`src/core/fault_params.svh`:
```
`ifndef FAULT_PARAMS_SVH
`define FAULT_PARAMS_SVH
// register byte offsets
`define OFF_PENDING 6'h00
`define OFF_CTRL 6'h04
`define OFF_STATUS 6'h08
`define OFF_IRQ_EN 6'h0c
`define OFF_IRQ_CLR 6'h10
`define OFF_OUT_MASK 6'h14
`define OFF_SEVERITY 6'h18
// ctrl fields
`define CTRL_LOCK_ALLOW 0
`define CTRL_VARIANT_PAT 1
`define CTRL_VARIANT_ERASE 2
`define CTRL_RESET 32'h0000_0000
// interrupt status bits
`define IRQ_RAISED 0
`define IRQ_ACKED 1
`define IRQ_OVERLOAD 2
// fault codes
`define CODE_NONE 8'h00
`define CODE_SELFTEST_MAX 8'h13
`define CODE_WARN_MIN 8'h14
`define CODE_WARN_MAX 8'h63
`define CODE_SERIOUS_MIN 8'h64
`define CODE_SERIOUS_MAX 8'hc7
`define CODE_NV_WRITE 8'h14
`define CODE_ZERO_SAVE 8'h15
`define CODE_CAM_SAVE 8'h16
`define CODE_REC_DELETE 8'h17
`define CODE_PARAM_DELETE 8'h18
`define CODE_COPY_SHIFT 8'h19
`define CODE_DISP_TIMEOUT 8'h1a
`define CODE_PATTERN_SAVE 8'h1b
`define CODE_IDLE_PROG 8'h1c
`define CODE_CAM_ERASE 8'h1d
`define CODE_NO_PERMIT 8'h1e
`define CODE_OVERLOAD 8'h1f
`define CODE_STORE_FULL 8'h20
// blanking after overload acknowledge
`define BLANK_NS 1000
`define CLK_NS 4
`define BLANK_CYC ((`BLANK_NS + `CLK_NS - 1) / `CLK_NS)
`endif

```
`src/core/fault_pkg.sv`:
```
`default_nettype none
package fault_pkg;
  typedef enum logic [2:0] {
    SEV_NONE = 3'b001,
    SEV_FATAL = 3'b010,
    SEV_WARN = 3'b100
  } sev_t;
  typedef logic [7:0] code_t;
endpackage
`default_nettype wire

```
`src/core/fault_code_manager.sv`:
```
`timescale 1ns/10ps
`default_nettype none
`include "fault_params.svh"
// Functional notes
// - The highest-priority fault detected in a cycle shows its numeric code on the display output.
// - A code stays pending until the escape key acknowledges it or a newer fault replaces it.
// - Codes 1..19 are self-test faults and are flagged irrecoverable.
// - Warnings 20..99 leave the cam outputs running from the encoder.
// - Storage faults report fixed codes 20, 21, 22 and 23.
// - Parameter deletion outside program 0 raises code 24.
// - A failed program copy or track shift raises code 25.
// - A display access timeout raises code 26.
// - A failed pattern value save raises code 27.
// - Idle time programming failure raises 28, pattern variant only.
// - Cam-erase failure raises 29, erase variant only.
// - Program changes without permit input or lock allowance raise 30.
// - An overcurrent lasting even one cycle raises 31 and switches off that output only.
// - Storage with every record slot taken is refused with code 32.
// - Acknowledging an overload briefly drives all outputs low.
// - Serious codes 100..199 hold all outputs low until the cause clears.
module fault_code_manager #(
  parameter int N_OUT = 32,
  parameter int BLANK_CYCLES = `BLANK_CYC
) (
  input wire logic clk_i,
  input wire logic rst_i,
  input wire logic [5:0] wb_adr_i,
  input wire logic [31:0] wb_dat_i,
  output logic [31:0] wb_dat_o,
  input wire logic [3:0] wb_sel_i,
  input wire logic wb_we_i,
  input wire logic wb_cyc_i,
  input wire logic wb_stb_i,
  output logic wb_ack_o,
  input wire logic esc_key_i,
  input wire logic [7:0] selftest_code_i,
  input wire logic nv_write_fail_i,
  input wire logic zero_save_fail_i,
  input wire logic cam_save_fail_i,
  input wire logic rec_delete_fail_i,
  input wire logic param_delete_req_i,
  input wire logic [7:0] program_no_i,
  input wire logic copy_fail_i,
  input wire logic shift_fail_i,
  input wire logic disp_timeout_i,
  input wire logic pattern_save_fail_i,
  input wire logic idle_prog_fail_i,
  input wire logic cam_erase_fail_i,
  input wire logic prog_change_req_i,
  input wire logic prog_permit_i,
  input wire logic [N_OUT-1:0] overcurrent_i,
  input wire logic store_req_i,
  input wire logic store_full_i,
  input wire logic [7:0] serious_code_i,
  input wire logic [N_OUT-1:0] cam_out_i,
  output logic [7:0] display_code_o,
  output logic irrecoverable_o,
  output logic store_refused_o,
  output logic change_refused_o,
  output logic delete_refused_o,
  output logic [N_OUT-1:0] drive_o,
  output logic irq_o
);
  // elaboration-time parameter checks
  if (N_OUT < 1 || N_OUT > 32) begin : g_bad_nout
    $error("N_OUT must be 1..32");
  end
  if (BLANK_CYCLES < 1 || BLANK_CYCLES > 65535) begin : g_bad_blank
    $error("bad BLANK_CYCLES");
  end

  logic [7:0] pending;
  logic [31:0] ctrl;
  logic [2:0] irq_stat;
  logic [2:0] irq_en;
  logic [N_OUT-1:0] out_off;
  logic [15:0] blank_cnt;
  logic [7:0] next_code;
  logic raise;
  logic ack_evt;
  logic esc_q;
  logic serious;
  fault_pkg::sev_t sev;
  logic wb_req;
  logic wb_wr;
  logic [N_OUT-1:0] new_over;

  assign wb_req = wb_cyc_i && wb_stb_i && !wb_ack_o;
  assign wb_wr = wb_req && wb_we_i && (wb_sel_i == 4'hf);
  assign new_over = overcurrent_i & ~out_off;
  // escape press edge acknowledges
  assign ack_evt = esc_key_i && !esc_q && (pending != `CODE_NONE);
  assign serious = serious_code_i >= `CODE_SERIOUS_MIN &&
    serious_code_i <= `CODE_SERIOUS_MAX;

  // priority encode of fault sources, serious code first, then lowest code wins
  always_comb begin
    next_code = `CODE_NONE;
    if (serious)
      next_code = serious_code_i;
    else if (selftest_code_i != `CODE_NONE &&
             selftest_code_i <= `CODE_SELFTEST_MAX)
      next_code = selftest_code_i;
    else if (nv_write_fail_i)
      next_code = `CODE_NV_WRITE;
    else if (zero_save_fail_i)
      next_code = `CODE_ZERO_SAVE;
    else if (cam_save_fail_i)
      next_code = `CODE_CAM_SAVE;
    else if (rec_delete_fail_i)
      next_code = `CODE_REC_DELETE;
    else if (param_delete_req_i && program_no_i != 8'h00)
      next_code = `CODE_PARAM_DELETE;
    else if (copy_fail_i || shift_fail_i)
      next_code = `CODE_COPY_SHIFT;
    else if (disp_timeout_i)
      next_code = `CODE_DISP_TIMEOUT;
    else if (pattern_save_fail_i)
      next_code = `CODE_PATTERN_SAVE;
    else if (idle_prog_fail_i && ctrl[`CTRL_VARIANT_PAT])
      next_code = `CODE_IDLE_PROG;
    else if (cam_erase_fail_i && ctrl[`CTRL_VARIANT_ERASE])
      next_code = `CODE_CAM_ERASE;
    else if (prog_change_req_i && !prog_permit_i &&
             !ctrl[`CTRL_LOCK_ALLOW])
      next_code = `CODE_NO_PERMIT;
    else if (|new_over)
      next_code = `CODE_OVERLOAD;
    else if (store_req_i && store_full_i)
      next_code = `CODE_STORE_FULL;
  end
  assign raise = next_code != `CODE_NONE;

  always_comb begin
    if (pending == `CODE_NONE)
      sev = fault_pkg::SEV_NONE;
    else if (pending <= `CODE_SELFTEST_MAX)
      sev = fault_pkg::SEV_FATAL;
    else
      sev = fault_pkg::SEV_WARN;
  end

  always_ff @(posedge clk_i) begin
    if (rst_i)
      esc_q <= 1'b0;
    else
      esc_q <= esc_key_i;
  end

  // latch latest, new fault beats clear
  always_ff @(posedge clk_i) begin
    if (rst_i)
      pending <= `CODE_NONE;
    else if (raise)
      pending <= next_code;
    else if (ack_evt)
      pending <= `CODE_NONE;
  end

  always_ff @(posedge clk_i) begin
    if (rst_i) begin
      display_code_o <= `CODE_NONE;
      irrecoverable_o <= 1'b0;
    end else begin
      display_code_o <= pending;
      irrecoverable_o <= (sev == fault_pkg::SEV_FATAL);
    end
  end

  // refusal strobes, one cycle each
  always_ff @(posedge clk_i) begin
    if (rst_i) begin
      store_refused_o <= 1'b0;
      change_refused_o <= 1'b0;
      delete_refused_o <= 1'b0;
    end else begin
      store_refused_o <= store_req_i && store_full_i;
      change_refused_o <= prog_change_req_i && !prog_permit_i &&
        !ctrl[`CTRL_LOCK_ALLOW];
      delete_refused_o <= param_delete_req_i && program_no_i != 8'h00;
    end
  end

  always_ff @(posedge clk_i) begin
    if (rst_i)
      out_off <= '0;
    else if (ack_evt && pending == `CODE_OVERLOAD)
      out_off <= new_over;
    else
      out_off <= out_off | new_over;
  end

  always_ff @(posedge clk_i) begin
    if (rst_i)
      blank_cnt <= 16'h0000;
    else if (ack_evt && pending == `CODE_OVERLOAD)
      blank_cnt <= 16'(BLANK_CYCLES);
    else if (blank_cnt != 16'h0000)
      blank_cnt <= blank_cnt - 16'h0001;
  end

  // warnings keep cams running; serious forces low
  always_ff @(posedge clk_i) begin
    if (rst_i)
      drive_o <= '0;
    else if (serious || blank_cnt != 16'h0000)
      drive_o <= '0;
    else
      drive_o <= cam_out_i & ~out_off & ~new_over;
  end

  always_ff @(posedge clk_i) begin
    if (rst_i)
      ctrl <= `CTRL_RESET;
    else if (wb_wr && wb_adr_i == 6'(`OFF_CTRL))
      ctrl <= wb_dat_i;
  end

  always_ff @(posedge clk_i) begin
    if (rst_i)
      irq_en <= 3'h0;
    else if (wb_wr && wb_adr_i == 6'(`OFF_IRQ_EN))
      irq_en <= wb_dat_i[2:0];
  end

  // set wins over clear
  always_ff @(posedge clk_i) begin
    if (rst_i)
      irq_stat <= 3'h0;
    else begin
      if (wb_wr && wb_adr_i == 6'(`OFF_IRQ_CLR))
        irq_stat <= (irq_stat & ~wb_dat_i[2:0]) |
          {|new_over, ack_evt, raise};
      else
        irq_stat <= irq_stat | {|new_over, ack_evt, raise};
    end
  end

  always_ff @(posedge clk_i) begin
    if (rst_i)
      irq_o <= 1'b0;
    else
      irq_o <= |(irq_stat & irq_en);
  end

  always_ff @(posedge clk_i) begin
    if (rst_i) begin
      wb_ack_o <= 1'b0;
      wb_dat_o <= 32'h0000_0000;
    end else begin
      wb_ack_o <= wb_req;
      wb_dat_o <= 32'h0000_0000;
      if (wb_req && !wb_we_i) begin
        if (wb_adr_i == 6'(`OFF_PENDING))
          wb_dat_o <= {24'h000000, pending};
        else if (wb_adr_i == 6'(`OFF_CTRL))
          wb_dat_o <= ctrl;
        else if (wb_adr_i == 6'(`OFF_STATUS))
          wb_dat_o <= {29'h0, irq_stat};
        else if (wb_adr_i == 6'(`OFF_IRQ_EN))
          wb_dat_o <= {29'h0, irq_en};
        else if (wb_adr_i == 6'(`OFF_OUT_MASK))
          wb_dat_o <= 32'(out_off);
        else if (wb_adr_i == 6'(`OFF_SEVERITY))
          wb_dat_o <= {29'h0, sev};
      end
    end
  end

  chk_pending_hold:
    assert property (@(posedge clk_i) disable iff (rst_i)
      (pending != 8'h00 && !raise && !ack_evt) |=> pending == $past(pending))
    else $error("pending code changed without cause");
  chk_display_follow:
    assert property (@(posedge clk_i) disable iff (rst_i)
      raise |-> ##2 (display_code_o == $past(next_code, 2)))
    else $error("display did not show code");
  chk_serious_low:
    assert property (@(posedge clk_i) disable iff (rst_i)
      serious |=> drive_o == '0)
    else $error("outputs active during serious fault");
  chk_blank_low:
    assert property (@(posedge clk_i) disable iff (rst_i)
      (ack_evt && pending == 8'h1f) |=> ##1 drive_o == '0)
    else $error("no blanking after overload ack");
  chk_overload_off:
    assert property (@(posedge clk_i) disable iff (rst_i)
      |new_over |=> (drive_o & $past(new_over)) == '0)
    else $error("overloaded output still driven");
  chk_permit_gate:
    assert property (@(posedge clk_i) disable iff (rst_i)
      (prog_change_req_i && prog_permit_i) |=> !change_refused_o)
    else $error("change refused despite permit");
  chk_delete_zero:
    assert property (@(posedge clk_i) disable iff (rst_i)
      (param_delete_req_i && program_no_i == 8'h00) |=> !delete_refused_o)
    else $error("delete refused in program 0");
  chk_fatal_flag:
    assert property (@(posedge clk_i) disable iff (rst_i)
      (pending >= 8'h01 && pending <= 8'h13) |=> irrecoverable_o)
    else $error("self-test code not irrecoverable");
  chk_store_refuse:
    assert property (@(posedge clk_i) disable iff (rst_i)
      (store_req_i && store_full_i) |=> store_refused_o)
    else $error("storage not refused when full");
  chk_warn_run:
    assert property (@(posedge clk_i) disable iff (rst_i)
      (!serious && blank_cnt == 16'h0 && new_over == '0 && out_off == '0)
      |=> drive_o == $past(cam_out_i))
    else $error("outputs not following cams");
endmodule // fault_code_manager
`default_nettype wire

```
`config.mk`:
```
export PLATFORM = sky130hd
export DESIGN_NAME = fault_code_manager
export DESIGN_NICKNAME = d
export VERILOG_FILES = /design/src/core/fault_pkg.sv /design/src/core/fault_code_manager.sv
export VERILOG_INCLUDE_DIRS = /design/src /design/src/core
export SDC_FILE = /design/constraint.sdc
export NUM_CORES = 1
export LEC_CHECK = 0
export BUFFER_PORTS_ARGS = -buffer_cell sky130_fd_sc_hd__buf_2
export CAP_MARGIN = 20
export CORE_MARGIN = 2
export CORE_UTILIZATION = 35
export CTS_CLUSTER_SIZE = 8
export DETAILED_ROUTE_END_ITERATION = 7
export GPL_TIMING_DRIVEN = 0
export PLACE_DENSITY = 0.61
export SETUP_SLACK_MARGIN = 0.02
export SYNTH_ARGS = -nofsm -noshare
export SYNTH_HDL_FRONTEND = slang
export SYNTH_SLANG_ARGS = --single-unit
```
`constraint.sdc`:
```
create_clock -name clk_i -period 5.35 [get_ports clk_i]
set_clock_uncertainty 0.15 [all_clocks]
set_input_delay 0.2675 -clock clk_i [delete_from_list [all_inputs] [get_ports clk_i]]
set_output_delay 0.2675 -clock clk_i [all_outputs]
set_load 0.1 [all_outputs]
```
==> flow_summary.yaml, run 1 <==
outcome:
  status: "finished clean"
clock_network:
  worstSkewPairLatency_ns: 0.43
  cts_max_level: 4
  cts_tree: "yes"
  clock_sinks: 173
  cts_setup_buffers: 0
  cts_root_buf: "clkbuf_16"
  clk_pin_slew_worst_paths_ns: 0.07
  cts_buffers: 17
  clock_path_buffers: 2
setup_path:
  critPathKind: "in2reg"
  critPathLaunchType: "input pin"
  required_ns: 5.52
  cp-end-kind: "flop"
  worst_ep_arrival_time_ns: 3.02
  crit_fanout: 10
cells_and_area:
  drive_gt1_frac: 0.259
  most-common-layout-cells: "buf_2 (234), dfxtp_1 (173), nand2_1 (98)"
  nNetsFinal: 1228
  final_area_um2: 9340
  multiInputGateArea_um2: 2820
  syn2layout_area_growth_pct: 41.5
  fillCellCount: 1843
  antenna_cells: 0
  layout_commonest_cell: "buf_2"
  seq_area_um2: 3460
drt:
  met3_length_um: 1660
  wl_per_cell_um: 16.6
  drt_iter0_markers: 448
  drc_errors: 0
  routed_wl_um: 22000
  antenna_left: 0
  route.met2.wl_um: 10500
  dr.pass1.iters: 6
  vias_per_cell: 5.03
  top_layer: "met4"
  dr_total_vias: 6659
  met1_length_um: 9620
timing:
  hold_viol_final: 0
  timing.fmax_mhz: 351
  tns_ns: 0
  slew_viol_final: 0
  finalCriticalPeriod_ns: 2.85
  slew_headroom: 0.404
  rsz0062_at_grt: "no"
  setup_viol: 0
  worst_pin_slew_ns: 0.886
  finalCritPeriodShare: 0.532
floorplan:
  die_x_um: 141
  start_util: 0.355
  dieArea_um2: 20000
  ios: 229
  core_area_um2: 18600
  die_h_um: 141
  rows: 50
synth:
  ys.flop_type: "dfxtp_1"
  synthCells: 755
  synth.avg_cell_area_um2: 8.74
  synth_seq_area_share: 0.525
  synth-warning-count: 0
  syn-num-nets: 907
  yosysUniqueCellTypes: 56
  netlist_area_um2: 6600
  yosys_register_bits: 173
  synth-edff-count: 0
  synth_async_sr_flop_share: 0
grt:
  grt_max_degree: 17
  grt_pass1_vias: 6302
  grt-ovfl-total: 0
  grt_antenna_before_repair: 0
  globalRouteTotalUtil: 0.218
  grt_pass1_wl_um: 33800
place:
  port_buffers: 227
  placed_cell_area_um2: 8030
  gp_congestion: 0.828
  dp_hpwl_um: 16500
power:
  peakVddDrop_uv: 260
  power.static_leakage_nw: 4.10
  p_per_area_nw_per_um2: 357
min_path:
  min_path_type: "in2reg"
run:
  max_cap_viol_count: 0
==> layer usage <==
| metal | vias up | GRT usage |
|---|---|---|
| met2 | 261 | 0.366 |
| met3 | 22 | 0.0486 |
| met5 | - | 0 |
| met4 | 0 | 0.0542 |
| li1 | 3309 | - |
| met1 | 3067 | 0.288 |
==> worst max-delay path, stage by stage <==
cell and delay (ns):
dlygate4sd3_1 0.52, buf_2 0.13, nor3_1 0.07, o31ai_1 0.75, nor2_1 0.14, and4_4 0.28
buf_6 0.15, and3_1 0.17, dlygate4sd3_1 0.54
==> timing repair <==
item                       CTS  global route
setup endpoints to repair    0             0
resized for setup            0             0
hold buffers                75             0
hold endpoints to repair    75             0
==> cell usage after synthesis, types with 13 or more instances <==
master      n  area share
dfxtp_1   173        0.52
nand3_1    16       0.012
a21oi_1    56       0.042
nor2b_1    13       0.012
nor4_1     14       0.013
clkbuf_1   29       0.016
nand2_1    98       0.056
nor2_1     93       0.053
a211oi_1   34       0.039
and3_1     34       0.032
a22oi_1    27       0.031
o22ai_1    18       0.017
inv_1      38       0.022
==> where the power goes <==
part           internal, mW  total [mW]  switching (mW)
sequential             1.38        1.46          0.0839
combinational         0.299       0.698           0.399
clock                 0.630        1.17           0.543
==> cell type report <==
class / instances / area share
clock inverters: 13 / 0.0115
multi-input cells: 505 / 0.301
flip-flops and latches: 173 / 0.371
inverters: 38 / 0.0153
repair buffers: 302 / 0.202
plain buffers: 39 / 0.0190
clock buffers: 19 / 0.0485
well taps: 234 / 0.0314
==> sequential cells by signal, summed over array words and instances, names as in the netlist <==
register / cells
irq_o: 1
drive_o: 32
blank_cnt: 16
esc_q: 1
wb_dat_o: 32
change_refused_o: 1
display_code_o: 8
irq_stat: 3
store_refused_o: 1
wb_ack_o: 1
ctrl: 32
delete_refused_o: 1
pending: 8
irq_en: 3
irrecoverable_o: 1
out_off: 32
==> path summary, 6_finish.rpt <==
| kind | start | end | slack, ns | cells past startpoint |
|---|---|---|---|---|
| worst max-delay path | serious_code_i[4] | drive_o[18] | 2.50 | 9 |
| worst min-delay path | overcurrent_i[30] | drive_o[30] | 0.02 | 3 |
| worst max register to register | blank_cnt[4] | drive_o[18] | 2.59 | 8 |
| worst min register to register | ctrl[24] | ctrl[24] | 0.30 | 2 |
==> stage by stage <==
stage          hold slack (ns)  worst slack, ns  std cells  total power [mW]  utilization
2_1_floorplan            0.246             2.99        755              1.95            -
3_3_place_gp             0.289             2.73       1216              2.13        0.432
3_5_place_dp             0.295             2.68       1216              2.14        0.432
4_1_cts                0.00710             2.50       1323              3.35        0.503
5_1_grt                 0.0186             2.34       1323              3.49        0.503
6_report                0.0154             2.50       1323              3.33        0.503
==> cell families after synthesis <==
group           Yosys count  synth area share
buf+inv                  77            0.0485
fa+ha+maj                 1           0.00190
flops                   173             0.525
mux                       1           0.00152
xor+xnor                 12            0.0159
compound gates          175             0.174
simple gates            316             0.234
No activity file was read; power rests on OpenSTA's default activity.
==> run 2, diff against run 1 <==
==> constraint.sdc (replaced) <==
create_clock -name clk_i -period 2.8 [get_ports clk_i]
set_clock_uncertainty 0.15 [all_clocks]
set_input_delay 0.14 -clock clk_i [delete_from_list [all_inputs] [get_ports clk_i]]
set_output_delay 0.14 -clock clk_i [all_outputs]
set_load 0.1 [all_outputs]
==> run 2 against run 1 <==
Net effect:
- worst setup slack lost 2.4 ns
- highest routed layer unchanged
- core utilization grew 2.5 points
- first-iteration DRC count shrank 0.89%
- flip-flop and latch count is the same
==> flow_summary.yaml, run 2 (synthesized netlist as in run 1, its figures left out) <==
outcome:
  status: "finished clean"
floorplan:
  start_util: 0.355
  core_area_um2: 18600
  die_x_um: 141
  dieArea_um2: 20000
  rows: 50
  ios: 229
  die_h_um: 141
setup_path:
  crit_fanout: 5
  path_cells: "or4_4, nor4_4, nand2b_2, nor2_4, and4_4, and3_2, dlygate4sd3_1"
  worstSetupStartpoint: "blank_cnt[4]"
  timing.rr.end: "drive_o[0]"
  r2r_setup_slack_ns: 0.13
  critPathLaunchType: "flop"
  worst_ep_arrival_time_ns: 2.88
  critPathKind: "reg2reg"
  cp-end-kind: "flop"
  crit_slowest_cell: "or4_4"
  r2r.worst_path.cells: 7
  critPathMaxStageDelay_ns: 0.57
  r2r-start: "blank_cnt[4]"
  required_ns: 3.01
clock_network:
  cts_max_level: 4
  clk_pin_slew_worst_paths_ns: 0.07
  cts_tree: "yes"
  cts_root_buf: "clkbuf_16"
  worstSkewPairLatency_ns: 0.43
  cts_buffers: 17
  clock_path_buffers: 2
  clock_sinks: 173
min_path:
  min_to: "irq_en[2]"
  min_path_cells: 4
  hp-start: "wb_sel_i[2]"
  min_path_type: "in2reg"
cells_and_area:
  fin_cells: 1367
  nNetsFinal: 1272
  antenna_cells: 0
  most-common-layout-cells: "buf_2 (234), dfxtp_1 (173), dlygate4sd3_1 (119)"
  layout_commonest_cell: "buf_2"
  drive_gt1_frac: 0.252
  fillCellCount: 1788
  syn2layout_area_growth_pct: 48.5
  final_util: 0.527
  final_area_um2: 9800
timing:
  setup_viol: 0
  finalCriticalPeriod_ns: 2.67
  worst_pin_slew_ns: 0.666
  timing.fmax_mhz: 375
  rsz0062_at_grt: "yes"
  slew_headroom: 0.556
  finalCritPeriodShare: 0.952
  slew_viol_final: 0
  hold_viol_final: 0
  holdWs_ns: 0.0263
place:
  gp_congestion: 0.828
  dp_hpwl_um: 16500
  port_buffers: 227
  placed_cell_area_um2: 8030
  placed_cells: 1216
power:
  p_per_area_nw_per_um2: 655
  peakVddDrop_uv: 497
  finalPower_mw: 6.42
  power.static_leakage_nw: 4.28
grt:
  grt-busiest-layer: "met2"
  grt_pass1_vias: 6608
  grt_antenna_before_repair: 0
  grt_max_degree: 17
  grt_use_met3: 0.0466
  globalRouteTotalUtil: 0.225
  grt_pass1_wl_um: 34900
  grt-ovfl-total: 0
  use_met2: 0.381
  met1_usage: 0.294
drt:
  routed_wl_um: 22600
  vias_per_cell: 5.00
  dr.pass1.iters: 5
  antenna_left: 0
  wl_per_cell_um: 16.6
  drc_errors: 0
  drt_iter0_markers: 444
  dr_total_vias: 6832
run:
  max_cap_viol_count: 0
[run 2: changes by cell type in the layout (fill, tap and decap cells not counted)]
| cell | before | now |
|---|---|---|
| dlygate4sd3_1 | 75 | 119 |
| nor4_1 | 14 | 12 |
| nor4_2 | 0 | 2 |
| and4_1 | 1 | 0 |
| and4_2 | 0 | 1 |
| o31ai_1 | 4 | 3 |
| o31ai_2 | 0 | 1 |
[run 2: metal layers]
| metal | up-vias | wire length [um] | part of all wire |
|---|---|---|---|
| met3 | 26 | 1430 | 0.063 |
| met4 | 0 | 296 | 0.013 |
| met5 | - | 0 | 0 |
| met2 | 257 | 10900 | 0.48 |
| li1 | 3397 | - | - |
| met1 | 3152 | 10000 | 0.44 |
[run 2: metrics by stage]
step	setup WS [ns]	setup TNS [ns]
after floorplan	0.437	0
after global placement	0.181	0
after detailed placement	0.134	0
after CTS	0.0767	0
after global routing	-0.00621	-0.00621
final	0.133	0
[run 2: how the worst max path moves through the flow]
stage / to / slack (ns) / cells past startpoint
floorplan: wb_dat_o[12] / 0.44 / 7
global placement: out_off[13] / 0.18 / 6
detailed placement: out_off[13] / 0.13 / 6
CTS: pending[1] / 0.08 / 7
global route: pending[1] / -0.006 / 10
finish: drive_o[0] / 0.13 / 7
[run 2: critical path, delay by kind of cell (launching register included)]
| family | cells | cell delay (ns) |
|---|---|---|
| and+or+nand+nor | 6 | 1.55 |
| buffers and inverters | 1 | 0.55 |
| DFF | 1 | 0.35 |
[run 2: area by class of cell]
type                            count  area (um2)  area share
Sequential cell                   173        3460       0.353
Multi-Input combinational cell    505        2830       0.289
Timing Repair Buffer              346        2330       0.238
Clock buffer                       19         453      0.0462
Tap cell                          234         293      0.0299
Buffer                             39         178      0.0181
Inverter                           38         143      0.0146
Clock inverter                     13         108      0.0110
[run 2: power breakdown]
group          internal (mW)  switching [mW]
Combinational          0.612           0.779
Sequential              2.63           0.162
Clock                   1.20            1.04
Total                   4.44            1.98
[run 2: repair_timing]
action,4_1_cts,5_1_grt
hold buffers,119,0
setup buffers,0,0
setup endpoints to repair,0,28
endpoints found under the hold margin,114,0
gates resized for setup,0,4
